### src/logic/laser_psu_consts.svh
// constants for the laser supply serial command block
`ifndef LASER_PSU_CONSTS_SVH
`define LASER_PSU_CONSTS_SVH

`define CLK_HZ        100000000
`define BAUD_RATE     19200
`define BIT_CYCLES    (`CLK_HZ / `BAUD_RATE)
`define TICK_SECONDS  1
`define SEC_CYCLES    (`CLK_HZ * `TICK_SECONDS)

`define REG_STATUS    8'h00
`define REG_CTRL      8'h04
`define REG_SETPT     8'h08
`define CTRL_OFF_BIT  0

`define RST_CURRENT   7'h00
`define RST_POWER_MW  16'h0000
`define RST_ST_EN     1'b0
`define MAX_PCT       7'h64
`define REDUCED_PCT   7'h32

`define CH_CR         8'h0d
`define CH_LF         8'h0a
`define CH_EQ         8'h3d
`define CH_QM         8'h3f
`define CH_ZERO       8'h30
`define CH_NINE       8'h39
`define CH_COMMA      8'h2c
`define CRLF          16'h0d0a

`define CMD_OFF       64'h0000_0000_004f_4646
`define CMD_ON        64'h0000_0000_0000_4f4e
`define CMD_CONTROL   64'h0043_4f4e_5452_4f4c
`define CMD_CURRENT   64'h0043_5552_5245_4e54
`define CMD_POWER     64'h0000_0050_4f57_4552
`define CMD_START_EN  64'h0000_0000_5354_454e
`define CMD_START_LVL 64'h0000_0053_5450_4f57
`define CMD_CALIBRATE 64'h0000_0000_4143_5450
`define CMD_WRITE     64'h0000_0057_5249_5445
`define CMD_HEAD_TEMP 64'h004c_4153_5445_4d50
`define CMD_SUP_TEMP  64'h0050_5355_5445_4d50
`define CMD_STATUS    64'h0000_5354_4154_5553
`define CMD_TIMERS    64'h0000_5449_4d45_5253
`define ARG_YES       64'h0000_0000_0059_4553
`define ARG_NO        64'h0000_0000_0000_4e4f

`define TXT_CLOSED    48'h434c_4f53_4544
`define TXT_OPEN      32'h4f50_454e
`define TXT_TIME      40'h54_494d_453d

`endif

### src/logic/laser_psu_pkg.sv
// types shared by the laser supply serial command block
package laser_psu_pkg;
  typedef enum logic [1:0] {
    S_KEY_OFF = 2'b00,
    S_READY   = 2'b01,
    S_SER_OFF = 2'b10,
    S_EMIT    = 2'b11
  } emission_state_t;
  typedef enum logic [1:0] {
    RX_IDLE  = 2'b00,
    RX_START = 2'b01,
    RX_DATA  = 2'b10,
    RX_STOP  = 2'b11
  } rx_state_t;
  typedef enum logic {
    MODE_CURRENT = 1'b0,
    MODE_POWER   = 1'b1
  } reg_mode_t;
  typedef struct packed {
    logic [15:0] cal;
    logic        st_en;
    logic [15:0] st_pow;
  } nv_record_t;
  typedef struct packed {
    logic        emission;
    reg_mode_t   mode;
    logic [6:0]  current_pct;
    logic [15:0] power_mw;
  } drive_t;
endpackage

### src/logic/laser_psu_serial_command_control.sv
// serial command interpreter and emission gating for a laser supply
// Operation
// - open safety loop stops emission until press or on command with switch closed
// - serial enable needs loop and switch closed
// - power mode, full current need strap
// - link is 19200 baud, 8N1, no flow
// - every reply ends with CR then LF
// - off command stops emission unconditionally
// - on command obeys loop and switch
// - control command selects current or power mode
// - current command sets percent of maximum
// - power command sets milliwatt target
// - power query returns monitor photodiode power
// - start-up enable default, kept after store
// - start-up power default, kept after store
// - calibrate command matches measured to given
// - store saves calibration and start-up defaults
// - temperature queries return head and supply
// - status query returns safety loop state
// - timers query returns labelled run times
// - serial disable reported as own state
`timescale 1ns/1ps
`include "laser_psu_consts.svh"

module laser_psu_serial_command_control
  import laser_psu_pkg::*;
#(
  parameter int BIT_CYCLES = `BIT_CYCLES,
  parameter int SEC_CYCLES = `SEC_CYCLES
) (
  input  wire logic        ref_clk,
  input  wire logic        rst_n,
  input  wire logic        rxd,
  output logic             txd,
  input  wire logic        interlock_closed,
  input  wire logic        key_on,
  input  wire logic        enable_switch,
  input  wire logic        current_strap,
  input  wire logic [15:0] measured_mw,
  input  wire logic [15:0] head_temp,
  input  wire logic [15:0] supply_temp,
  input  wire logic        nv_load,
  input  wire nv_record_t  nv_in,
  output logic             nv_store,
  output nv_record_t       nv_out,
  output drive_t           drive,
  output emission_state_t  panel_state,
  input  wire logic [7:0]  addr,
  input  wire logic [31:0] wdata,
  input  wire logic        wr,
  input  wire logic        rd,
  output logic [31:0]      rdata
);

  localparam logic [12:0] FULL = 13'(BIT_CYCLES - 1);
  localparam logic [12:0] HALF = 13'(BIT_CYCLES / 2 - 1);
  localparam logic [26:0] SEC  = 27'(SEC_CYCLES - 1);

  rx_state_t       rx_st;
  logic [12:0]     rx_cnt;
  logic [2:0]      rx_bit;
  logic [7:0]      rx_sh;
  logic            rx_valid;
  logic [12:0]     tx_cnt;
  logic [3:0]      tx_bits;
  logic [8:0]      tx_sh;
  logic [159:0]    reply;
  logic [4:0]      reply_left;
  logic [63:0]     name;
  logic [63:0]     arg;
  logic [15:0]     num;
  logic            in_arg;
  logic            query;
  emission_state_t state;
  reg_mode_t       mode;
  logic [6:0]      current_pct;
  logic [15:0]     power_sp;
  logic [15:0]     cal;
  logic            st_en;
  logic [15:0]     st_pow;
  logic            en_q;
  logic            boot;
  logic            host_off;
  logic [26:0]     sec_cnt;
  logic [15:0]     head_time;
  logic [15:0]     supply_time;

  logic        tx_load;
  logic        busy;
  logic        exec;
  logic        plain;
  logic        loop_ok;
  logic        press;
  logic [15:0] meas_cal;
  logic [6:0]  next_pct;
  logic        c_off, c_on, c_ctl_cur, c_ctl_pow, c_cur, c_pow, c_powq;
  logic        c_startup_enable_default_cmd, c_startup_level_default_cmd, c_measured_output_calibrate_cmd, c_write, c_htemp, c_stemp;
  logic        c_stat, c_tim;

  function automatic logic [39:0] dec5(input logic [15:0] v);
    logic [19:0] b;
    logic [15:0] s;
    logic [39:0] r;
    b = '0;
    s = v;
    r = '0;
    for (int i = 0; i < 16; i++) begin
      for (int k = 0; k < 5; k++) begin
        if (b[4*k +: 4] > 4'h4) begin
          b[4*k +: 4] = b[4*k +: 4] + 4'h3;
        end
      end
      b = {b[18:0], s[15]};
      s = {s[14:0], 1'b0};
    end
    for (int k = 0; k < 5; k++) begin
      r[8*k +: 8] = {4'h3, b[4*k +: 4]};
    end
    return r;
  endfunction

  assign loop_ok  = interlock_closed & key_on;
  assign press    = enable_switch & ~en_q;
  assign tx_load  = (tx_bits == 4'h0) && (reply_left != 5'h00);
  assign busy     = (reply_left != 5'h00) || (tx_bits != 4'h0);
  // host waits
  // a line finishing while a reply drains is dropped, not queued
  assign exec     = rx_valid && (rx_sh == `CH_CR) && !busy;
  assign plain    = !in_arg && !query;
  assign meas_cal = measured_mw + cal;

  assign c_off     = exec && plain && name == `CMD_OFF;
  assign c_on      = exec && plain && name == `CMD_ON;
  assign c_ctl_cur = exec && in_arg && name == `CMD_CONTROL
                     && arg == `CMD_CURRENT;
  assign c_ctl_pow = exec && in_arg && name == `CMD_CONTROL
                     && arg == `CMD_POWER;
  assign c_cur     = exec && in_arg && name == `CMD_CURRENT;
  assign c_pow     = exec && in_arg && name == `CMD_POWER;
  assign c_powq    = exec && query && name == `CMD_POWER;
  assign c_startup_enable_default_cmd    = exec && in_arg && name == `CMD_START_EN;
  assign c_startup_level_default_cmd   = exec && in_arg && name == `CMD_START_LVL;
  assign c_measured_output_calibrate_cmd    = exec && in_arg && name == `CMD_CALIBRATE;
  assign c_write   = exec && plain && name == `CMD_WRITE;
  assign c_htemp   = exec && query && name == `CMD_HEAD_TEMP;
  assign c_stemp   = exec && query && name == `CMD_SUP_TEMP;
  assign c_stat    = exec && query && name == `CMD_STATUS;
  assign c_tim     = exec && query && name == `CMD_TIMERS;

  assign next_pct = (current_strap || current_pct <= `REDUCED_PCT)
                    ? current_pct : `REDUCED_PCT;

  // receiver
  // rxd is sampled mid bit; a false start is dropped
  always_ff @(posedge ref_clk or negedge rst_n) begin
    if (!rst_n) begin
      rx_st    <= RX_IDLE;
      rx_cnt   <= '0;
      rx_bit   <= '0;
      rx_sh    <= '0;
      rx_valid <= 1'b0;
    end else begin
      rx_valid <= 1'b0;
      if (rx_cnt != 13'h0000) begin
        rx_cnt <= rx_cnt - 13'h0001;
      end else begin
        case (rx_st)
          RX_IDLE: if (!rxd) begin
            rx_st  <= RX_START;
            rx_cnt <= HALF;
          end
          RX_START: begin
            rx_st  <= rxd ? RX_IDLE : RX_DATA;
            rx_cnt <= FULL;
            rx_bit <= '0;
          end
          RX_DATA: begin
            rx_sh  <= {rxd, rx_sh[7:1]};
            rx_cnt <= FULL;
            rx_bit <= rx_bit + 3'h1;
            if (rx_bit == 3'h7) begin
              rx_st <= RX_STOP;
            end
          end
          RX_STOP: begin
            rx_st    <= RX_IDLE;
            rx_valid <= rxd;
          end
          default: rx_st <= RX_IDLE;
        endcase
      end
    end
  end

  always_ff @(posedge ref_clk or negedge rst_n) begin
    if (!rst_n) begin
      txd     <= 1'b1;
      tx_cnt  <= '0;
      tx_bits <= '0;
      tx_sh   <= '1;
    end else if (tx_load) begin
      txd     <= 1'b0;
      tx_sh   <= {1'b1, reply[159:152]};
      tx_bits <= 4'ha;
      tx_cnt  <= FULL;
    end else if (tx_bits != 4'h0) begin
      if (tx_cnt != 13'h0000) begin
        tx_cnt <= tx_cnt - 13'h0001;
      end else begin
        tx_bits <= tx_bits - 4'h1;
        if (tx_bits != 4'h1) begin
          txd    <= tx_sh[0];
          tx_sh  <= {1'b1, tx_sh[8:1]};
          tx_cnt <= FULL;
        end
      end
    end
  end

  // line assembly
  // names longer than eight characters keep only their tail
  always_ff @(posedge ref_clk or negedge rst_n) begin
    if (!rst_n) begin
      name   <= '0;
      arg    <= '0;
      num    <= '0;
      in_arg <= 1'b0;
      query  <= 1'b0;
    end else if (rx_valid) begin
      if (rx_sh == `CH_CR) begin
        name   <= '0;
        arg    <= '0;
        num    <= '0;
        in_arg <= 1'b0;
        query  <= 1'b0;
      end else if (rx_sh == `CH_LF) begin
        in_arg <= in_arg;
      end else if (rx_sh == `CH_EQ) begin
        in_arg <= 1'b1;
      end else if (rx_sh == `CH_QM) begin
        query <= 1'b1;
      end else if (in_arg) begin
        arg <= {arg[55:0], rx_sh};
        if (rx_sh >= `CH_ZERO && rx_sh <= `CH_NINE) begin
          num <= 16'({num, 3'b000} + {num, 1'b0} + rx_sh[3:0]);
        end
      end else begin
        name <= {name[55:0], rx_sh};
      end
    end
  end

  always_ff @(posedge ref_clk or negedge rst_n) begin
    if (!rst_n) begin
      reply      <= '0;
      reply_left <= '0;
    end else if (exec) begin
      if (c_powq) begin
        reply      <= {dec5(meas_cal), `CRLF, 104'h0};
        reply_left <= 5'h07;
      end else if (c_htemp || c_stemp) begin
        reply      <= {dec5(c_htemp ? head_temp : supply_temp),
                       `CRLF, 104'h0};
        reply_left <= 5'h07;
      end else if (c_stat && loop_ok) begin
        reply      <= {`TXT_CLOSED, `CRLF, 96'h0};
        reply_left <= 5'h08;
      end else if (c_stat) begin
        reply      <= {`TXT_OPEN, `CRLF, 112'h0};
        reply_left <= 5'h06;
      end else if (c_tim) begin
        reply      <= {`TXT_TIME, dec5(head_time), `CH_COMMA,
                       dec5(supply_time), `CRLF, 16'h0};
        reply_left <= 5'h12;
      end else begin
        reply      <= {`CRLF, 144'h0};
        reply_left <= 5'h02;
      end
    end else if (tx_load) begin
      reply      <= {reply[151:0], 8'h00};
      reply_left <= reply_left - 5'h01;
    end
  end

  // settings and calibration
  always_ff @(posedge ref_clk or negedge rst_n) begin
    if (!rst_n) begin
      mode        <= MODE_CURRENT;
      current_pct <= `RST_CURRENT;
      power_sp    <= `RST_POWER_MW;
      cal         <= '0;
      st_en       <= `RST_ST_EN;
      st_pow      <= `RST_POWER_MW;
      nv_store    <= 1'b0;
      nv_out      <= '0;
    end else begin
      nv_store <= c_write;
      if (nv_load) begin
        cal      <= nv_in.cal;
        st_en    <= nv_in.st_en;
        st_pow   <= nv_in.st_pow;
        power_sp <= nv_in.st_pow;
      end
      if (c_ctl_cur) mode <= MODE_CURRENT;
      if (c_ctl_pow) mode <= MODE_POWER;
      if (c_cur) begin
        current_pct <= (num > 16'(`MAX_PCT)) ? `MAX_PCT : num[6:0];
      end
      if (c_pow) power_sp <= num;
      if (c_startup_enable_default_cmd && arg == `ARG_YES) st_en <= 1'b1;
      if (c_startup_enable_default_cmd && arg == `ARG_NO) st_en <= 1'b0;
      if (c_startup_level_default_cmd) st_pow <= num;
      if (c_measured_output_calibrate_cmd) cal <= num - measured_mw;
      if (c_write) nv_out <= '{cal: cal, st_en: st_en, st_pow: st_pow};
    end
  end

  always_ff @(posedge ref_clk or negedge rst_n) begin
    if (!rst_n) begin
      state <= S_KEY_OFF;
      en_q  <= 1'b0;
      boot  <= 1'b1;
    end else begin
      en_q <= enable_switch;
      if (state == S_READY) boot <= 1'b0;
      if (!loop_ok) begin
        state <= S_KEY_OFF;
      end else begin
        case (state)
          S_KEY_OFF: state <= S_READY;
          S_READY, S_SER_OFF: begin
            if (c_off || host_off) begin
              state <= S_SER_OFF;
            end else if (press || (c_on && enable_switch)
                         || (boot && st_en && state == S_READY)) begin
              state <= S_EMIT;
            end
          end
          S_EMIT: if (c_off || host_off) state <= S_SER_OFF;
          default: state <= S_KEY_OFF;
        endcase
      end
    end
  end

  always_ff @(posedge ref_clk or negedge rst_n) begin
    if (!rst_n) begin
      panel_state <= S_KEY_OFF;
      drive       <= '0;
    end else begin
      panel_state       <= state;
      drive.emission    <= state == S_EMIT;
      drive.mode        <= current_strap ? mode : MODE_CURRENT;
      drive.current_pct <= next_pct;
      drive.power_mw    <= power_sp;
    end
  end

  // run timers count whole seconds, wrapping at 16 bits
  always_ff @(posedge ref_clk or negedge rst_n) begin
    if (!rst_n) begin
      sec_cnt     <= '0;
      head_time   <= '0;
      supply_time <= '0;
    end else if (sec_cnt == SEC) begin
      sec_cnt     <= '0;
      supply_time <= supply_time + 16'h0001;
      if (state == S_EMIT) head_time <= head_time + 16'h0001;
    end else begin
      sec_cnt <= sec_cnt + 27'h000_0001;
    end
  end

  // register port
  always_ff @(posedge ref_clk or negedge rst_n) begin
    if (!rst_n) begin
      rdata    <= '0;
      host_off <= 1'b0;
    end else begin
      host_off <= wr && addr == `REG_CTRL && wdata[`CTRL_OFF_BIT];
      rdata    <= '0;
      if (rd && addr == `REG_STATUS) begin
        rdata <= {27'h0, loop_ok, current_strap, mode, state};
      end else if (rd && addr == `REG_SETPT) begin
        rdata <= {power_sp, 9'h000, current_pct};
      end
    end
  end
endmodule

### config.mk
export PLATFORM = sky130hd
export DESIGN_NAME = laser_psu_serial_command_control
export DESIGN_NICKNAME = d
export VERILOG_FILES = /design/src/logic/laser_psu_pkg.sv /design/src/logic/laser_psu_serial_command_control.sv
export VERILOG_INCLUDE_DIRS = /design/src /design/src/logic
export SDC_FILE = /design/constraint.sdc
export NUM_CORES = 2
export LEC_CHECK = 0
export ABC_CLOCK_PERIOD_IN_PS = 12940
export BUFFER_PORTS_ARGS = -buffer_cell sky130_fd_sc_hd__clkbuf_2
export CAP_MARGIN = 40
export CORE_MARGIN = 5
export CORE_UTILIZATION = 58
export CTS_BUF_LIST = sky130_fd_sc_hd__clkbuf_4 sky130_fd_sc_hd__clkbuf_8
export DETAILED_ROUTE_END_ITERATION = 8
export GPL_ROUTABILITY_DRIVEN = 0
export HOLD_SLACK_MARGIN = 0.15
export PLACE_DENSITY = 0.82
export SLEW_MARGIN = 25
export SYNTH_ARGS = -nofsm -noshare
export SYNTH_HDL_FRONTEND = slang
export SYNTH_SLANG_ARGS = --single-unit
### constraint.sdc
create_clock -name ref_clk -period 12.94 [get_ports ref_clk]
set_input_delay 2.588 -clock ref_clk [delete_from_list [all_inputs] [get_ports ref_clk]]
set_output_delay 2.588 -clock ref_clk [all_outputs]
set_load 0.02 [all_outputs]
After elaboration in Yosys (flattened, before gate mapping)
Index checks and enable logic that the tools add are counted.
Widths: inputs -> output; s select.
{ "op_classes": {"add_sub_neg": 152, "magnitude_cmp": 144, "eq_ne": 42, "n_mux": 734, "n_bitwise": 4, "reduce_logical": 82} }
{ "ops": {"columns": ["op", "n"], "rows": [
  ["$mux 4", 649],
  ["$mux 159", 5],
  ["$mux 64", 10],
  ["$add 4x2->4 const B", 120],
  ["$gt 4x3->1 const B", 120],
  ["$eq 64x55->1 const B", 5],
  ["$mux 160", 2],
  ["$eq 64x39->1 const B", 4],
  ["$mux 16", 12],
  ["$eq 64x15->1 const B", 2],
  ["$eq 64x23->1 const B", 2],
  ["$eq 64x31->1 const B", 2],
  ["$eq 64x47->1 const B", 2],
  ["$mux 13", 6],
  ["$add 3x2->4 const B", 16],
  ["$mux 32", 2],
  ["$gt 3x3->1 const B", 20],
  ["$mux 9", 4],
  ["$mux 5", 7],
  ["$logic_and 1x1->1", 34],
  ["$add 16x1->16 const B", 2],
  ["$add 16x16->16", 2],
  ["$add 27x1->27 const B", 1],
  ["$eq 27x27->1 const B", 1],
  ["49 further kinds", 128]
]} }
{ "word_totals": {"regBits": 579, "in_bits": 131, "output_inout_bits": 94, "word_cells": 1197} }

Logic depth before layout (Yosys ltp)
{ "depth": {"ltp_word": 108, "ltp_mapped": 73, "ltp_nobuf": 67} }

Worst setup path before layout
OpenSTA, ideal clock, no wires.
{ "synth_timing": {"path_kind": "in2reg", "startpoint": "in supply_temp[14]", "endpoint": "reg reply[130]", "arrival_ps": 14497, "required_ps": 12814, "slack_ps": -1682, "cell_stages": 64, "n_path_buf": 5, "path_cell_list": "or3_1 > o31ai_1 > inv_1 > ha_1 > clkbuf_1 > xor2_1 > or2_2 > xnor2_1 > mux4_2 > and3_1 > a211oi_2 > or2_1 > inv_2 > ha_1 > clkbuf_1 > o2111ai_1 > o311a_1 > mux2i_1 > [28 not listed] > a21oi_1 > xor2_1 > ha_1 > nor2_1 > and3b_1 > or3_1 > xnor2_1 > ha_1 > or4_1 > o311ai_1 > a21oi_2 > xnor2_1 > ha_1 > inv_1 > a21oi_1 > mux2i_1 > a221oi_1 > o21ai_1"} }
{ "synth_via": {"elab_chain_len": 66, "elab_cells_between_ends": 133} }
{ "synth_rtl": {"columns": ["element", "line_no", "source"], "rows": [
  ["from (decl)", "laser_psu_serial_command_control.sv:41", "input wire logic [15:0] supply_temp,"],
  ["$mux 16 (*)", "laser_psu_serial_command_control.sv:262", "reply <= {dec5(c_htemp ? head_temp : supply_temp),"],
  ["$add 3x2->4 / $gt 3x3->1 (equally long branches)", "laser_psu_serial_command_control.sv:110, laser_psu_serial_command_control.sv:109", null],
  ["$mux 4 (*)", "laser_psu_serial_command_control.sv:109", "if (b[4*k +: 4] > 4'h4) begin"],
  ["$mux 4 (*)", "laser_psu_serial_command_control.sv:261", "end else if (c_htemp || c_stemp) begin"],
  ["$mux 4 (*)", "laser_psu_serial_command_control.sv:258", "if (c_powq) begin"],
  ["$mux 4 (*)", "laser_psu_serial_command_control.sv:257", "end else if (exec) begin"],
  ["$add 4x2->4 / $gt 4x3->1 (equally long branches)", "laser_psu_serial_command_control.sv:110, laser_psu_serial_command_control.sv:109", null],
  ["$mux 4", "laser_psu_serial_command_control.sv:109", null],
  ["[50 not listed]", null, null],
  ["$mux 4", "laser_psu_serial_command_control.sv:261", null],
  ["$mux 4", "laser_psu_serial_command_control.sv:258", null],
  ["$mux 4", "laser_psu_serial_command_control.sv:257", null],
  ["$add 4x2->4 / $gt 4x3->1 (equally long branches)", "laser_psu_serial_command_control.sv:110, laser_psu_serial_command_control.sv:109", null],
  ["$mux 4 (*)", "laser_psu_serial_command_control.sv:109", null],
  ["$mux 159 (*)", "laser_psu_serial_command_control.sv:261", null],
  ["$mux 159 (*)", "laser_psu_serial_command_control.sv:258", null],
  ["$mux 160 (*)", "laser_psu_serial_command_control.sv:257", null],
  ["to (signal assigned)", "laser_psu_serial_command_control.sv:259", "reply <= {dec5(meas_cal), `CRLF, 104'h0};"],
  ["to (signal assigned)", "laser_psu_serial_command_control.sv:262", null],
  ["to (signal assigned)", "laser_psu_serial_command_control.sv:266", "reply <= {`TXT_CLOSED, `CRLF, 96'h0};"],
  ["to (decl)", "laser_psu_serial_command_control.sv:67", "logic [159:0] reply;"]
]} }
Every way passes the cells marked *; elsewhere a longest branch is shown, timed or not. The select of a mux whose other input is x is not followed.
A chain may end at the register's enable or synchronous reset.

Worst setup path after layout
{ "layout_timing": {"startpoint": "in measured_mw[0]", "endpoint": "reg reply[130]"} }
{ "layout_via": {"elab_chain_len": 53, "elab_cells_between_ends": 111} }
{ "layout_rtl": {"columns": ["element", "line_no", "source"], "rows": [
  ["from (decl)", "laser_psu_serial_command_control.sv:39", "input wire logic [15:0] measured_mw,"],
  ["$add 16x16->16 (*)", "laser_psu_serial_command_control.sv:130", "assign meas_cal = measured_mw + cal;"],
  ["$add 3x2->4 / $gt 3x3->1 (equally long branches)", "laser_psu_serial_command_control.sv:110, laser_psu_serial_command_control.sv:109", null],
  ["$mux 4", "laser_psu_serial_command_control.sv:109", null],
  ["$mux 4", "laser_psu_serial_command_control.sv:258", null],
  ["$mux 4", "laser_psu_serial_command_control.sv:257", null],
  ["$add 4x2->4 / $gt 4x3->1 (equally long branches)", "laser_psu_serial_command_control.sv:110, laser_psu_serial_command_control.sv:109", null],
  ["$mux 4", "laser_psu_serial_command_control.sv:109", null],
  ["$mux 4", "laser_psu_serial_command_control.sv:258", null],
  ["[37 not listed]", null, null],
  ["$add 4x2->4 / $gt 4x3->1 (equally long branches)", "laser_psu_serial_command_control.sv:110, laser_psu_serial_command_control.sv:109", null],
  ["$mux 4", "laser_psu_serial_command_control.sv:109", null],
  ["$mux 4", "laser_psu_serial_command_control.sv:258", null],
  ["$mux 4", "laser_psu_serial_command_control.sv:257", null],
  ["$add 4x2->4 / $gt 4x3->1 (equally long branches)", "laser_psu_serial_command_control.sv:110, laser_psu_serial_command_control.sv:109", null],
  ["$mux 4 (*)", "laser_psu_serial_command_control.sv:109", null],
  ["$mux 159 (*)", "laser_psu_serial_command_control.sv:258", null],
  ["$mux 160 (*)", "laser_psu_serial_command_control.sv:257", null]
]} }
Marks and branches as above.

==> metrics.yaml <==
status:
  status: "finished, final reports clean"
setup_path:
  cp_data_arrival_time_ns: 13.48
  crit_start: "measured_mw[0]"
  critPathMaxStageDelay_ns: 0.51
  r2r-start: "rx_sh[5]"
  slowest_stage: "or4_4"
  cp_max_fo: 4
  crit_required_ns: 13.51
  setup.worst_path.end_class: "flop"
  r2r_end: "reply[130]"
  critical_path_class: "in -> reg"
  path_common_cell: "ha_4"
  reg2reg_depth: 61
  critPathLaunchType: "input port"
  r2r_setup_slack_ns: 0.48
job:
  max-cap-violations: 0
clocking:
  cts_buffers: 82
  max-clock-path-buffers: 3
  clkLatencyLatePin_ns: 0.69
  cts-root-buf: "clkbuf_8"
  htreeDepth: 3
  cts_num_sinks: 507
  cts_tree: "yes"
  clkTransAtPathRegs_ns: 0.07
synth:
  synth_async_sr_flop_share_pct: 100
  synth_area_leaders: "dfrtp_1, ha_1, nand2_1"
  yosysWarnings: 0
  synth-edff-count: 0
  synth_top_area_cell: "dfrtp_1"
  seq_area_frac_synth_pct: 30.0
  synth_flop_cell: "dfrtp_1"
  synthCells: 5152
  ys_seq_elements: 507
  yosysUniqueCellTypes: 144
  yosysTopAreaCellShare_pct: 29.4
  synth.avg_cell_area_um2: 8.22
  synth_area_um2: 42400
global_routing:
  grt_max_degree: 124
  grt_use_met1_pct: 36.1
  grt.met2_usage_pct: 49.7
  groute.layer.met3.usage_pct: 5.34
  antenna_found_initial: 1
  grt_use_total_pct: 28.9
  grt_pass1_wl_mm: 196
  grt_pass1_vias: 41000
  grt_busiest_layer: "met2"
  overflow: 0
timing:
  final.min_clock_period_ns: 12.91
  rsz0062_at_grt: "yes"
  finalClockSkew_ns: 0.0563
  setup_viol: 0
  worstMarginPinSlew_ns: 0.940
  holdWs_ns: 0.419
  finalHoldViolations: 0
  finalCritPeriodShare_pct: 99.8
  setup_tns_ns: 0
  timing.fmax_ghz: 0.0775
  slew_violations: 0
  slew_headroom_pct: 36.8
routing:
  vias: 41900
  drtAntennaViolNets: 0
  firstDrtPassIters: 9
  first_iter_violations: 3365
  finalWirelength_mm: 120
  routed_via_density: 6.20
  post_drt_wl_per_cell_um: 17.8
  route.detailed.drc: 0
cells_and_area:
  area_delta_synth_final_pct: 20.1
  final_nets: 6172
  drive_gt1_share_pct: 22.2
  final_cell_mix: "nand2_1, dfrtp_1, buf_4"
  layout_commonest_cell: "nand2_1"
die:
  io_pins: 225
  die_h_um: 280
  die_x_um: 280
  core_area_um2: 72700
  start_util_pct: 58.3
  num_rows: 99
  dieArea_um2: 78600
min_path:
  worstHoldStart: "power_sp[2]"
  holdPathStages: 0
  holdPathEnd: "drive[2]"
  worst_hold_path_type: "reg -> reg"
place:
  hpwl_mm: 85.4
  portBuffers: 184
==> per-stage QoR <==
| stage | cells | setup WS [ns] | util, % | cell area, µm² |
|---|---|---|---|---|
| floorplan | 5160 | -0.605 | - | 43100 |
| global placement | 6560 | -0.451 | 65.7 | 47800 |
| detailed placement | 6571 | -0.693 | 66.0 | 48000 |
| CTS | 6722 | 0.0109 | 68.7 | 49900 |
| global route | 6754 | -0.383 | 70.0 | 50900 |
| finish | 6755 | 0.0304 | 70.0 | 50900 |
==> worst max path at each step <==
| stage | end | cells past startpoint |
|---|---|---|
| 2_1_floorplan | reply[130] | 61 |
| 3_3_place_gp | reply[145] | 58 |
| 3_5_place_dp | reply[145] | 58 |
| 4_1_cts | reply[145] | 59 |
| 5_1_grt | reply[130] | 58 |
| 6_report | reply[130] | 60 |
==> worst max-delay path, delay by kind of cell <==
kind / cells / cell delay (ns)
muxes: 5 / 1.45
AOI/OAI and AO/OA: 23 / 4.05
xor gates and xnor gates: 4 / 0.67
buffers and inverters: 4 / 0.29
adders and majority gates: 10 / 2.12
and+or+nand+nor: 14 / 2.32
==> synthesized netlist by cell type (16+ instances only) <==
master     count
buf_4         20
mux2i_1      181
nor4_1        52
nand2b_1      61
nand3_1      179
or4_1         17
o21ai_0      301
buf_2         25
o21ai_1       24
o31ai_1       31
o211a_1       21
inv_1        213
and3_1        48
a22oi_1       24
a22o_1        17
o2111ai_1     18
nor2_1       449
a31oi_1       54
or2_2         26
a21o_1        65
o211ai_1      51
clkbuf_1     141
nor2b_1       47
and4_1        16
xnor2_1      192
nor3b_1       17
ha_1         310
buf_1         16
dfrtp_1      497
nand4_1       47
a21boi_0      21
a211oi_1      46
a211o_1       22
o21bai_1      24
xor2_1        84
o21a_1        29
nand2_1      736
a21oi_1      360
nor3_1       118
mux2_2        85
o22ai_1       36
or3_1         41
and2_1        51
==> layer usage <==
metal	wire, µm	vias to the layer above	share of wire (%)
met5	0	-	0
met4	5220	0	4.3
met3	8870	387	7.4
met2	58300	1670	49
met1	47600	20100	40
li1	-	19700	-
==> sequential cells by signal, summed over array words and instances (netlist names), 23 cells and up, named ones only <==
name     cells
sec_cnt     27
nv_out      33
drive       25
name        64
reply       98
arg         64
rdata       23
==> cells by family (layout without fill, tap and decap cells) <==
kind of cell	count (synthesis)	count (layout)	share of synthesized area, %
AND/OR/NAND/NOR	1997	1997	22.5
buffers and inverters	434	1068	4.28
multiplexers	273	273	6.78
AO/OA/AOI/OAI	1345	1345	21.2
flip-flops	507	507	30.0
XOR/XNOR	280	280	5.87
other	1	11	0.00885
adder cells (fa/ha/maj)	315	315	9.37
==> repair_timing <==
| item | in CTS | in global routing |
|---|---|---|
| pin swaps | 0 | 88 |
| endpoints found under the setup margin | 1 | 26 |
| setup buffers | 0 | 26 |
| resized for setup | 4 | 141 |
| hold buffers | 0 | 0 |
==> final cells by class <==
| cell class | count | area [µm²] |
|---|---|---|
| Multi-Input combinational cell | 4219 | 29200 |
| Fill cell | 5185 | 21800 |
| Sequential cell | 507 | 12700 |
| Timing Repair Buffer | 698 | 4980 |
| Clock buffer | 130 | 1630 |
| Tap cell | 959 | 1200 |
| Inverter | 219 | 830 |
| Clock inverter | 21 | 324 |
| Antenna cell | 2 | 5.00 |
Power is left out: the tool's default activity adds up to more than one toggle a clock period on the data nets, which glitch-free logic cannot reach.
